[src/hw/rah_pkg.sv]
package rah_pkg;

  // ----------------------------------------------------------------------------
  // Register map.
  // ----------------------------------------------------------------------------

  // Byte address of the alarm and hold control register.
  localparam logic [15:0] ALARM_HOLD_CONTROL_ADDR = 16'hff8a;

  // Value of the control register after reset.
  localparam logic [7:0]  ALARM_HOLD_CONTROL_RST  = 8'h00;

  // ----------------------------------------------------------------------------
  // Field positions inside the control register.
  // ----------------------------------------------------------------------------

  localparam int unsigned BIT_ALARM_MATCH_ENABLE = 7;
  localparam int unsigned BIT_ALARM_IRQ_ENABLE   = 6;
  localparam int unsigned BIT_RESERVED_HI        = 5;
  localparam int unsigned BIT_ALARM_MATCH_FLAG   = 4;
  localparam int unsigned BIT_PERIODIC_IRQ_FLAG  = 3;
  localparam int unsigned BIT_RESERVED_LO        = 2;
  localparam int unsigned BIT_HOLD_STATUS        = 1;
  localparam int unsigned BIT_HOLD_REQUEST       = 0;

  // ----------------------------------------------------------------------------
  // Timing.
  // ----------------------------------------------------------------------------

  // Rate of the counting clock, delivered as a one-cycle tick on the system clock.
  localparam int unsigned COUNT_CLK_HZ  = 32768;

  // System clock rate.
  localparam int unsigned SYS_CLK_HZ    = 50000000;

  // System clock cycles between two counting ticks, rounded down.
  localparam int unsigned TICK_CYCLES   = SYS_CLK_HZ / COUNT_CLK_HZ;

  // Counting ticks from an alarm match to its flag, and longest hold latency.
  localparam int unsigned ALARM_SET_TICKS = 1;
  localparam int unsigned HOLD_MAX_TICKS  = 1;

endpackage : rah_pkg

[src/hw/rah_ctl_if.sv]
// ----------------------------------------------------------------------------
// Control and event signals shared by the register block and its helpers.
// ----------------------------------------------------------------------------
interface rah_ctl_if;
  logic tick;       // Counting tick, already gated by the run enable.
  logic run_en;     // Counter run enable.
  logic alarm_en;   // Alarm match enable.
  logic hold_req;   // Hold request from the control register.
  logic secs_wr;    // Seconds counter is being written.
  logic sub_ovf;    // Sub-second counter overflow pulse.
  logic alarm_set;  // Pulse that sets the alarm match flag.
  logic hold_stat;  // Hold has taken effect.
  logic count_hold; // Seconds through years counters are frozen.
  logic secs_inc;   // Pulse that advances the seconds counter.
  logic sub_clr;    // Pulse that clears the sub-second counter.

  modport top (
    output tick, run_en, alarm_en, hold_req, secs_wr, sub_ovf,
    input  alarm_set, hold_stat, count_hold, secs_inc, sub_clr
  );

  modport alarm (
    input  tick, alarm_en,
    output alarm_set
  );

  modport hold (
    input  tick, run_en, hold_req, secs_wr, sub_ovf,
    output hold_stat, count_hold, secs_inc, sub_clr
  );
endinterface : rah_ctl_if

[src/hw/rah_alarm_det.sv]
module rah_alarm_det #(
  parameter int unsigned MW = 8,
  parameter int unsigned HW = 8,
  parameter int unsigned WW = 8
) (
  input  wire logic          clk_i,
  input  wire logic          sys_rst_i,
  rah_ctl_if.alarm           ctl,
  input  wire logic [MW-1:0] cur_minute_i,
  input  wire logic [HW-1:0] cur_hour_i,
  input  wire logic [WW-1:0] cur_weekday_i,
  input  wire logic [MW-1:0] alarm_minute_setting_i,
  input  wire logic [HW-1:0] alarm_hour_setting_i,
  input  wire logic [WW-1:0] alarm_weekday_setting_i
);

  logic eq;
  logic prev_r, prev_nxt;
  logic pend_r, pend_nxt;
  logic set_r,  set_nxt;

  // ----------------------------------------------------------------------------
  // Match detection, sampled on counting ticks.
  // ----------------------------------------------------------------------------

  // A new match is the first tick on which the time equals the alarm setting.
  // The flag is set on the following tick, and only while matching is enabled.
  always_comb begin
    eq       = ctl.alarm_en &&
               (cur_minute_i == alarm_minute_setting_i) &&
               (cur_hour_i == alarm_hour_setting_i) &&
               (cur_weekday_i == alarm_weekday_setting_i);
    prev_nxt = ctl.tick ? eq : prev_r;
    pend_nxt = ctl.tick ? (eq && !prev_r) : pend_r;
    set_nxt  = ctl.tick && pend_r && ctl.alarm_en;
  end

  // Registers of the detector.
  always_ff @(posedge clk_i or posedge sys_rst_i) begin
    if (sys_rst_i) begin
      prev_r <= 1'b0;
      pend_r <= 1'b0;
      set_r  <= 1'b0;
    end else begin
      prev_r <= prev_nxt;
      pend_r <= pend_nxt;
      set_r  <= set_nxt;
    end
  end

  assign ctl.alarm_set = set_r;

endmodule : rah_alarm_det

[src/hw/rah_hold_ctl.sv]
module rah_hold_ctl (
  input  wire logic clk_i,
  input  wire logic sys_rst_i,
  rah_ctl_if.hold   ctl
);

  logic stat_r, stat_nxt;
  logic hold_r, hold_nxt;
  logic pend_r, pend_nxt;
  logic inc_r,  inc_nxt;
  logic clr_r,  clr_nxt;

  // ----------------------------------------------------------------------------
  // Hold handshake and deferred seconds increment.
  // ----------------------------------------------------------------------------

  // The freeze follows the request one clock later; the status rises on the next tick.
  // An overflow seen while frozen is kept and applied on release, unless the
  // seconds counter is written, which clears the sub-second counter instead.
  always_comb begin
    hold_nxt = ctl.hold_req;
    stat_nxt = ctl.hold_req && (stat_r || ctl.tick);
    pend_nxt = pend_r;
    if (ctl.secs_wr) begin
      pend_nxt = 1'b0;
    end else if (ctl.hold_req && ctl.sub_ovf) begin
      pend_nxt = 1'b1;
    end else if (!ctl.hold_req) begin
      pend_nxt = 1'b0;
    end
    inc_nxt  = ctl.run_en && !ctl.hold_req && !ctl.secs_wr &&
               (ctl.sub_ovf || pend_r);
    clr_nxt  = ctl.secs_wr;
  end

  // Registers of the hold logic.
  always_ff @(posedge clk_i or posedge sys_rst_i) begin
    if (sys_rst_i) begin
      stat_r <= 1'b0;
      hold_r <= 1'b0;
      pend_r <= 1'b0;
      inc_r  <= 1'b0;
      clr_r  <= 1'b0;
    end else begin
      stat_r <= stat_nxt;
      hold_r <= hold_nxt;
      pend_r <= pend_nxt;
      inc_r  <= inc_nxt;
      clr_r  <= clr_nxt;
    end
  end

  assign ctl.hold_stat  = stat_r;
  assign ctl.count_hold = hold_r;
  assign ctl.secs_inc   = inc_r;
  assign ctl.sub_clr    = clr_r;

endmodule : rah_hold_ctl

[src/hw/rah_top.sv]
// How it works
// - Alarm matching happens only while the match enable bit is set.
// - Alarm interrupt enable decides whether an alarm match raises the interrupt.
// - Alarm flag sets one counting tick after a match, only when enabled.
// - Writing 0 clears either flag; writing 1 leaves it as it is.
// - Every periodic event sets the periodic flag.
// - Hold status reads 1 once hold has taken effect, else 0.
// - Hold request freezes seconds through years; clearing it resumes counting.
// - Hold status rises within one counting tick of the request.
// - Overflow during hold is kept and applied after hold ends.
// - Writing seconds during hold clears sub-second and drops pending increment.
// - Alarm and periodic events share one interrupt; flags tell the cause.
// - Counters advance only while the run enable is set.
module rah_top #(
  parameter int unsigned MW = 8,
  parameter int unsigned HW = 8,
  parameter int unsigned WW = 8
) (
  input  wire logic          clk_i,
  input  wire logic          sys_rst_i,
  input  wire logic [15:0]   bus_addr_i,
  input  wire logic [7:0]    bus_wdata_i,
  input  wire logic          bus_wr_i,
  input  wire logic          bus_rd_i,
  output logic      [7:0]    bus_rdata_o,
  input  wire logic          rtc_tick_i,
  input  wire logic          counter_run_enable_i,
  input  wire logic          periodic_event_i,
  input  wire logic          seconds_write_i,
  input  wire logic          subsecond_ovf_i,
  input  wire logic [MW-1:0] cur_minute_i,
  input  wire logic [HW-1:0] cur_hour_i,
  input  wire logic [WW-1:0] cur_weekday_i,
  input  wire logic [MW-1:0] alarm_minute_setting_i,
  input  wire logic [HW-1:0] alarm_hour_setting_i,
  input  wire logic [WW-1:0] alarm_weekday_setting_i,
  output logic               shared_rtc_interrupt_o,
  output logic               alarm_match_flag_o,
  output logic               periodic_irq_flag_o,
  output logic               hold_status_o,
  output logic               count_hold_o,
  output logic               seconds_incr_o,
  output logic               subsecond_clear_o
);

  // ----------------------------------------------------------------------------
  // Declarations.
  // ----------------------------------------------------------------------------

  rah_ctl_if ctl ();

  logic       reg_sel;
  logic       reg_wr;
  logic       reg_rd;
  logic [7:0] reg_view;

  logic       alarm_match_enable_r, alarm_match_enable_nxt;
  logic       alarm_irq_enable_r,   alarm_irq_enable_nxt;
  logic       hold_request_r,       hold_request_nxt;
  logic       alarm_match_flag_r,   alarm_match_flag_nxt;
  logic       periodic_irq_flag_r,  periodic_irq_flag_nxt;
  logic       irq_r,                irq_nxt;
  logic [7:0] rdata_r,              rdata_nxt;

  // ----------------------------------------------------------------------------
  // Register access decode.
  // ----------------------------------------------------------------------------

  // The register answers only its own byte address; other addresses read zero.
  assign reg_sel = (bus_addr_i == rah_pkg::ALARM_HOLD_CONTROL_ADDR);
  assign reg_wr  = reg_sel && bus_wr_i;
  assign reg_rd  = reg_sel && bus_rd_i;

  // Current register contents as software sees them.
  always_comb begin
    reg_view = 8'h00;
    reg_view[rah_pkg::BIT_ALARM_MATCH_ENABLE] = alarm_match_enable_r;
    reg_view[rah_pkg::BIT_ALARM_IRQ_ENABLE]   = alarm_irq_enable_r;
    reg_view[rah_pkg::BIT_ALARM_MATCH_FLAG]   = alarm_match_flag_r;
    reg_view[rah_pkg::BIT_PERIODIC_IRQ_FLAG]  = periodic_irq_flag_r;
    reg_view[rah_pkg::BIT_HOLD_STATUS]        = ctl.hold_stat;
    reg_view[rah_pkg::BIT_HOLD_REQUEST]       = hold_request_r;
  end

  // ----------------------------------------------------------------------------
  // Control bits written by software.
  // ----------------------------------------------------------------------------

  // Enables and the hold request take the written value; reserved and hold status
  // positions of the write data are ignored.
  always_comb begin
    alarm_match_enable_nxt = alarm_match_enable_r;
    alarm_irq_enable_nxt   = alarm_irq_enable_r;
    hold_request_nxt       = hold_request_r;
    if (reg_wr) begin
      alarm_match_enable_nxt = bus_wdata_i[rah_pkg::BIT_ALARM_MATCH_ENABLE];
      alarm_irq_enable_nxt   = bus_wdata_i[rah_pkg::BIT_ALARM_IRQ_ENABLE];
      hold_request_nxt       = bus_wdata_i[rah_pkg::BIT_HOLD_REQUEST];
    end
  end

  // Registers of the control bits.
  always_ff @(posedge clk_i or posedge sys_rst_i) begin
    if (sys_rst_i) begin
      alarm_match_enable_r <= rah_pkg::ALARM_HOLD_CONTROL_RST[rah_pkg::BIT_ALARM_MATCH_ENABLE];
      alarm_irq_enable_r   <= rah_pkg::ALARM_HOLD_CONTROL_RST[rah_pkg::BIT_ALARM_IRQ_ENABLE];
      hold_request_r       <= rah_pkg::ALARM_HOLD_CONTROL_RST[rah_pkg::BIT_HOLD_REQUEST];
    end else begin
      alarm_match_enable_r <= alarm_match_enable_nxt;
      alarm_irq_enable_r   <= alarm_irq_enable_nxt;
      hold_request_r       <= hold_request_nxt;
    end
  end

  // ----------------------------------------------------------------------------
  // Status flags.
  // ----------------------------------------------------------------------------

  // Hardware sets, software clears by writing 0. A set arriving in the same
  // cycle as a clearing write wins, so no event is lost.
  always_comb begin
    alarm_match_flag_nxt  = alarm_match_flag_r;
    periodic_irq_flag_nxt = periodic_irq_flag_r;
    if (reg_wr && !bus_wdata_i[rah_pkg::BIT_ALARM_MATCH_FLAG]) begin
      alarm_match_flag_nxt = 1'b0;
    end
    if (reg_wr && !bus_wdata_i[rah_pkg::BIT_PERIODIC_IRQ_FLAG]) begin
      periodic_irq_flag_nxt = 1'b0;
    end
    if (ctl.alarm_set) begin
      alarm_match_flag_nxt = 1'b1;
    end
    if (periodic_event_i) begin
      periodic_irq_flag_nxt = 1'b1;
    end
  end

  // Registers of the status flags.
  always_ff @(posedge clk_i or posedge sys_rst_i) begin
    if (sys_rst_i) begin
      alarm_match_flag_r  <= rah_pkg::ALARM_HOLD_CONTROL_RST[rah_pkg::BIT_ALARM_MATCH_FLAG];
      periodic_irq_flag_r <= rah_pkg::ALARM_HOLD_CONTROL_RST[rah_pkg::BIT_PERIODIC_IRQ_FLAG];
    end else begin
      alarm_match_flag_r  <= alarm_match_flag_nxt;
      periodic_irq_flag_r <= periodic_irq_flag_nxt;
    end
  end

  // ----------------------------------------------------------------------------
  // Shared interrupt and read data.
  // ----------------------------------------------------------------------------

  // One interrupt pulse for either cause; the alarm cause is gated by its
  // interrupt enable, the periodic cause is always passed on.
  always_comb begin
    irq_nxt   = (ctl.alarm_set && alarm_irq_enable_r) ||
                periodic_event_i;
    rdata_nxt = reg_rd ? reg_view : 8'h00;
  end

  // Registers of the interrupt pulse and read data.
  always_ff @(posedge clk_i or posedge sys_rst_i) begin
    if (sys_rst_i) begin
      irq_r   <= 1'b0;
      rdata_r <= 8'h00;
    end else begin
      irq_r   <= irq_nxt;
      rdata_r <= rdata_nxt;
    end
  end

  // ----------------------------------------------------------------------------
  // Helper wiring.
  // ----------------------------------------------------------------------------

  // Ticks only count while the run enable is set.
  assign ctl.tick     = rtc_tick_i && counter_run_enable_i;
  assign ctl.run_en   = counter_run_enable_i;
  assign ctl.alarm_en = alarm_match_enable_r;
  assign ctl.hold_req = hold_request_r;
  assign ctl.secs_wr  = seconds_write_i;
  assign ctl.sub_ovf  = subsecond_ovf_i;

  // Alarm match detector.
  rah_alarm_det #(
    .MW (MW),
    .HW (HW),
    .WW (WW)
  ) i_rah_alarm_det (
    .clk_i                   (clk_i),
    .sys_rst_i               (sys_rst_i),
    .ctl                     (ctl),
    .cur_minute_i            (cur_minute_i),
    .cur_hour_i              (cur_hour_i),
    .cur_weekday_i           (cur_weekday_i),
    .alarm_minute_setting_i  (alarm_minute_setting_i),
    .alarm_hour_setting_i    (alarm_hour_setting_i),
    .alarm_weekday_setting_i (alarm_weekday_setting_i)
  );

  // Hold handshake.
  rah_hold_ctl i_rah_hold_ctl (
    .clk_i     (clk_i),
    .sys_rst_i (sys_rst_i),
    .ctl       (ctl)
  );

  // ----------------------------------------------------------------------------
  // Outputs, each from a flip-flop.
  // ----------------------------------------------------------------------------

  assign bus_rdata_o            = rdata_r;
  assign shared_rtc_interrupt_o = irq_r;
  assign alarm_match_flag_o     = alarm_match_flag_r;
  assign periodic_irq_flag_o    = periodic_irq_flag_r;
  assign hold_status_o          = ctl.hold_stat;
  assign count_hold_o           = ctl.count_hold;
  assign seconds_incr_o         = ctl.secs_inc;
  assign subsecond_clear_o      = ctl.sub_clr;

endmodule : rah_top

[config.mk]
export PLATFORM = sky130hd
export DESIGN_NAME = rah_top
export DESIGN_NICKNAME = d
export VERILOG_FILES = /design/src/hw/rah_pkg.sv /design/src/hw/rah_ctl_if.sv /design/src/hw/rah_alarm_det.sv /design/src/hw/rah_hold_ctl.sv /design/src/hw/rah_top.sv
export SDC_FILE = /design/constraint.sdc
export NUM_CORES = 1
export LEC_CHECK = 0
export BUFFER_PORTS_ARGS = -buffer_cell sky130_fd_sc_hd__buf_2
export CELL_PAD_IN_SITES_DETAIL_PLACEMENT = 0
export CELL_PAD_IN_SITES_GLOBAL_PLACEMENT = 1
export CORE_ASPECT_RATIO = 0.75
export CORE_MARGIN = 4
export CORE_UTILIZATION = 28
export DETAILED_ROUTE_END_ITERATION = 10
export HOLD_SLACK_MARGIN = 0.08
export PLACE_DENSITY = 0.85
export SLEW_MARGIN = 20
export SYNTH_ARGS = -nofsm -noshare
export SYNTH_HDL_FRONTEND = slang
export SYNTH_HIERARCHICAL = 1
export SYNTH_SLANG_ARGS = --single-unit
[constraint.sdc]
create_clock -name clk_i -period 1.95 [get_ports clk_i]
set_clock_uncertainty 0.05 [all_clocks]
set_input_delay 0.195 -clock clk_i [delete_from_list [all_inputs] [get_ports clk_i]]
set_output_delay 0.195 -clock clk_i [all_outputs]
set_load 0.005 [all_outputs]
==> results of run 1 <==
[sequential cells by signal, indices dropped and copies added, names as in the netlist]
| signal | cells |
|---|---|
| alarm_irq_enable_r | 1 |
| i_rah_hold_ctl/pend_r | 1 |
| periodic_irq_flag_o | 1 |
| i_rah_hold_ctl/ctl.hold_stat | 1 |
| i_rah_alarm_det/prev_r | 1 |
| i_rah_alarm_det/pend_r | 1 |
| ctl.hold_req | 1 |
| shared_rtc_interrupt_o | 1 |
| alarm_match_flag_o | 1 |
| i_rah_hold_ctl/ctl.secs_inc | 1 |
| i_rah_alarm_det/ctl.alarm_set | 1 |
| alarm_match_enable_r | 1 |
| i_rah_hold_ctl/ctl.sub_clr | 1 |
| i_rah_hold_ctl/ctl.count_hold | 1 |
| bus_rdata_o | 6 |
[synthesized netlist by cell type (2+ instances only)]
library cell  instances  area [um2]
dfrtp_1              20         500
xnor2_1              13         114
xor2_1               11        96.3
nor2_1                7        26.3
and3_2                6        45.0
inv_1                 6        22.5
nand4_1               4        25.0
mux2_4                3        45.0
a31oi_1               2        12.5
buf_4                 2        15.0
nand3_1               2        10.0
nor4_1                2        12.5
[metal layers]
layer  vias to the layer above  part of all wire (%)  track usage (%)
met3                         2                   9.9             2.75
li1                        509                     -                -
met2                        47                    50             16.5
met1                       422                    39             11.6
met5                         -                     0                0
met4                         0                   1.2             3.16
[logic make-up (layout without fill, tap and decap cells)]
family / Yosys count / count (layout) / synth area share (%)
compound gates: 6 / 6 / 5.58
xor+xnor: 24 / 24 / 19.1
buf+inv: 8 / 103 / 3.42
flops: 20 / 20 / 45.6
mux: 3 / 3 / 4.10
other cells: 1 / 2 / 0.341
simple gates: 31 / 31 / 21.9
[worst max-delay path, cell delays in order (launching register included)]
cell and delay (ns):
dfrtp_1 0.40, nand3_1 0.09, or4_4 0.50, o32ai_2 0.25
[per-stage QoR]
stage	cell area [um2]	cells	total power [mW]	utilization, %
3_5_place_dp	1610	235	0.587	43.4
3_3_place_gp	1610	235	0.584	43.4
6_report	1700	241	0.984	45.9
5_1_grt	1700	241	1.03	45.9
2_1_floorplan	1100	94	0.493	-
4_1_cts	1700	241	0.999	45.9
[final cells by class]
cell class	count	share of cell area, %
clock buffers	3	2.43
clock inverters	1	1.76
inverters	6	1.32
multi-input cells	66	33.2
flip-flops and latches	20	29.4
well taps	52	3.82
repair buffers	93	28.1
[where the power goes]
group          total, mW  switching, mW  internal, mW
clock network      0.405          0.132         0.274
logic              0.161         0.0632        0.0979
registers          0.418       0.000560         0.417
[how the worst max path moves through the flow]
stage | from | endpoint | slack [ns] | cells after the start
floorplan | bus_addr_i[5] | alarm_irq_enable_r | 0.51 | 4
global placement | counter_run_enable_i | i_rah_alarm_det/pend_r | 0.42 | 5
detailed placement | counter_run_enable_i | i_rah_alarm_det/pend_r | 0.42 | 5
CTS | alarm_match_enable_r | i_rah_alarm_det/pend_r | 0.56 | 3
global route | alarm_match_enable_r | i_rah_alarm_det/pend_r | 0.50 | 3
finish | alarm_match_enable_r | i_rah_alarm_det/pend_r | 0.56 | 3
==> reports/qor.txt, run 1 <==
Synth Cell Area - 1100 um2
CTS Root Cell - clkbuf_8
io pins - 96
Final Max Tran Viols - 0
setup bufs post-CTS - 0
hold_buf cts - 2
Netlist cell types - 27
drt via density - 4.07
HPWL Detailed - 2290 um
RSZ-0062 raised after global routing - false
hold_sp - periodic_event_i
fmax - 721 MHz
CTS sink count - 20
startpoint types - flop
final WL - 2470 um
GRT Overall Usage - 9.68%
diode count - 0
CORE AREA - 3710 um2
number of synthesized flops with an enable pin - 0
Fill cells - 365
data required time of the worst path - 2.07 ns
routability congestion estimate - 0.696
Die Span Y - 62.2 um
Initial Util - 29.6%
via count - 980
commonest non-fill, non-tap cell in the layout - buf_2
Buffers on Ports - 90
Setup Crit Path Kind - reg2reg
clock-pin slew on the worst setup and hold paths - 0.07 ns
register area - 500 um2
DR WL/cell - 10.2 um
CTS tree - built
first-iteration detailed-routing DRC count - 24
GR Overflow Total - 0
LEAKAGE - 0.915 nW
HP Class - in2reg
vias in the first global route - 974
power density over cell area - 579 nW/um2
Layout area overhead - 54.9%
largest net degree at the start of global routing - 13
Hold Vio Cnt, Final - 0
Setup violations, final - 0
Clk Latency, worst-skew pair - 0.25 ns
r2r setup slk - 0.56 ns
ys flop type - dfrtp_1
Max IR drop VDD - 0.235 mV
CTS resizes - 0
status - finished clean
global-route wire length before repair - 3870 um
DP Worst Slack - 0.416 ns
Max Cap Viol - 0
CP endpoint kind - flop
reg2reg start - alarm_match_enable_r
Worst Path Max Fanout - 4
min Tclk post-route - 1.39 ns
final worst-path cycle share - 71.1%
R2R depth - 3
synthesis-stage register bit count - 20
Seq/Total Area, Yosys - 45.6%
area of the multi-input gates - 564 um2
initial antenna violation count - 0
Hold Slack - 0.104 ns
# DRC - 0
Worst R2R End - i_rah_alarm_det/pend_r
TritonCTS buffer count - 3
Setup TNS - 0 ns
worst hold endpoint - shared_rtc_interrupt_o
H-tree Lvls - 1
Routed Antenna Nets - 0
Final #Nets - 271
Synthesis Warnings - 6
Post-synth ARST share - 100%
DRT Pass-1 Iters - 2
chip width - 80.3 um
Post-Syn Area per Cell - 11.8 um2
share of cells above drive strength 1 - 58.7%
DIE AREA - 5000 um2
critical path arrival - 1.50 ns
Cell Rows - 19
Post-Synthesis Cells - 93
setup ws final - 0.564 ns
commonest cells after routing, fill and taps aside - buf_2, dfrtp_1, xnor2_1, xor2_1, nor2_1
Hold Path Cell Cnt - 2
clk buf depth - 2
No activity file was read; power rests on OpenSTA's default activity.
==> inputs of run 2 (changes only) <==
CORE_UTILIZATION = 23   (was 28)
PLACE_DENSITY = 0.75   (was 0.85)
clock period = 1.2 ns   (was 1.95 ns; I/O delays follow)
==> reports/qor.txt, run 2 (synthesis gave the netlist of run 1 again) <==
GR Overflow Total - 0
failing checks - negative setup slack
area of the multi-input gates - 592 um2
largest net degree at the start of global routing - 13
LEAKAGE - 0.969 nW
Die Span Y - 67.9 um
H-tree Lvls - 1
Fill cells - 469
commonest cells after routing, fill and taps aside - buf_2, dfrtp_1, xor2_1, xnor2_1
data required time of the worst path - 1.31 ns
DIE AREA - 5960 um2
DR WL/cell - 10.8 um
share of cells above drive strength 1 - 59.9%
routability congestion estimate - 0.670
Initial Util - 24.2%
clk buf depth - 2
CTS tree - built
Clk Latency, worst-skew pair - 0.25 ns
first-iteration detailed-routing DRC count - 12
Setup TNS - -0.0229 ns
DRT Pass-1 Iters - 4
io pins - 96
Worst Path Max Fanout - 2
Max Cap Viol - 0
CTS sink count - 20
final worst-path cycle share - 102%
drt via density - 4.00
min Tclk post-route - 1.22 ns
Cell Rows - 21
HPWL Detailed - 2520 um
RSZ-0062 raised after global routing - true
reg2reg start - alarm_match_enable_r
Buffers on Ports - 90
commonest non-fill, non-tap cell in the layout - buf_2
vias in the first global route - 966
Final Max Tran Viols - 0
diode count - 0
fmax - 818 MHz
Pwr Total - 1.62 mW
Max IR drop VDD - 0.659 mV
CP endpoint kind - flop
setup ws final - -0.0229 ns
power density over cell area - 899 nW/um2
CORE AREA - 4550 um2
GRT Overall Usage - 9.11%
Layout area overhead - 64.6%
status - complete, but fails checks
critical path arrival - 1.33 ns
Routed Antenna Nets - 0
clock-pin slew on the worst setup and hold paths - 0.07 ns
startpoint types - flop
post-route core utilization - 39.8%
register area - 500 um2
Final #Nets - 279
HP Class - in2reg
hold_sp - subsecond_ovf_i
final instance area - 1810 um2
TritonCTS buffer count - 3
DP Worst Slack - -0.199 ns
critical path launch point - alarm_match_enable_r
final WL - 2750 um
CTS Root Cell - clkbuf_8
chip width - 87.8 um
Hold Vio Cnt, Final - 0
global-route wire length before repair - 4180 um
initial antenna violation count - 0
max reg flops - 6
Setup Crit Path Kind - reg2reg
placed instance area - 1650 um2
Setup violations, final - 1
via count - 1,016
# DRC - 0
run 2: cell types whose count changed in the layout (fill, tap and decap cells not counted), sizes merged:
cell         before  now
dlygate4sd3       2    7
buf              91   94
run 2: what timing repair did:
| action | 4_1_cts | 5_1_grt |
|---|---|---|
| hold buffers | 7 | 0 |
| cloned | 0 | 0 |
| hold endpoints to repair | 27 | 0 |
| endpoints found under the setup margin | 1 | 2 |
| gates resized for setup | 0 | 1 |
| setup buffers | 0 | 1 |
run 2: power breakdown:
part / leakage (nW) / switching (mW) / internal (mW)
clock: 0.0357 / 0.212 / 0.445
combinational: 0.669 / 0.111 / 0.178
sequential: 0.264 / 0.00106 / 0.678
run 2: per-layer routing:
| metal | up-vias | part of all wire [%] | track usage, % |
|---|---|---|---|
| met5 | - | 0 | 0 |
| met4 | 0 | 0.44 | 2.87 |
| met3 | 2 | 10 | 3.61 |
| met2 | 39 | 47 | 14.2 |
| met1 | 450 | 42 | 11.6 |
| li1 | 525 | - | - |
run 2: worst max-delay path: stages, from the launching register on:
cell and delay [ns]:
dfrtp_1 0.37, nand3_2 0.08, or4_4 0.43, o32ai_2 0.20
run 2: path summary, 6_finish.rpt:
kind / end / slack (ns) / cells after the start
max reg2reg: i_rah_alarm_det/pend_r / -0.02 / 3
min reg2reg: i_rah_hold_ctl/ctl.count_hold / 0.45 / 0
min in group asynchronous: i_rah_alarm_det/ctl.alarm_set / 0.25 / 3
min: i_rah_hold_ctl/pend_r / 0.09 / 3
max in group asynchronous: alarm_match_flag_o / 0.39 / 3
max: i_rah_alarm_det/pend_r / -0.02 / 3
run 2: layout make-up:
class | count | share of cell area (%)
multi-input cells | 66 | 32.7
clock buffers | 3 | 2.28
clock inverters | 1 | 1.66
flip-flops and latches | 20 | 27.7
inverters | 6 | 1.25
repair buffers | 101 | 30.4
well taps | 57 | 3.94
run 2: metrics by stage:
step,hold slack [ns],instances
6_report,0.0898,254
5_1_grt,0.0960,254
4_1_cts,0.0906,253
3_5_place_dp,-0.0314,242
3_3_place_gp,-0.0292,242
2_1_floorplan,-0.176,94
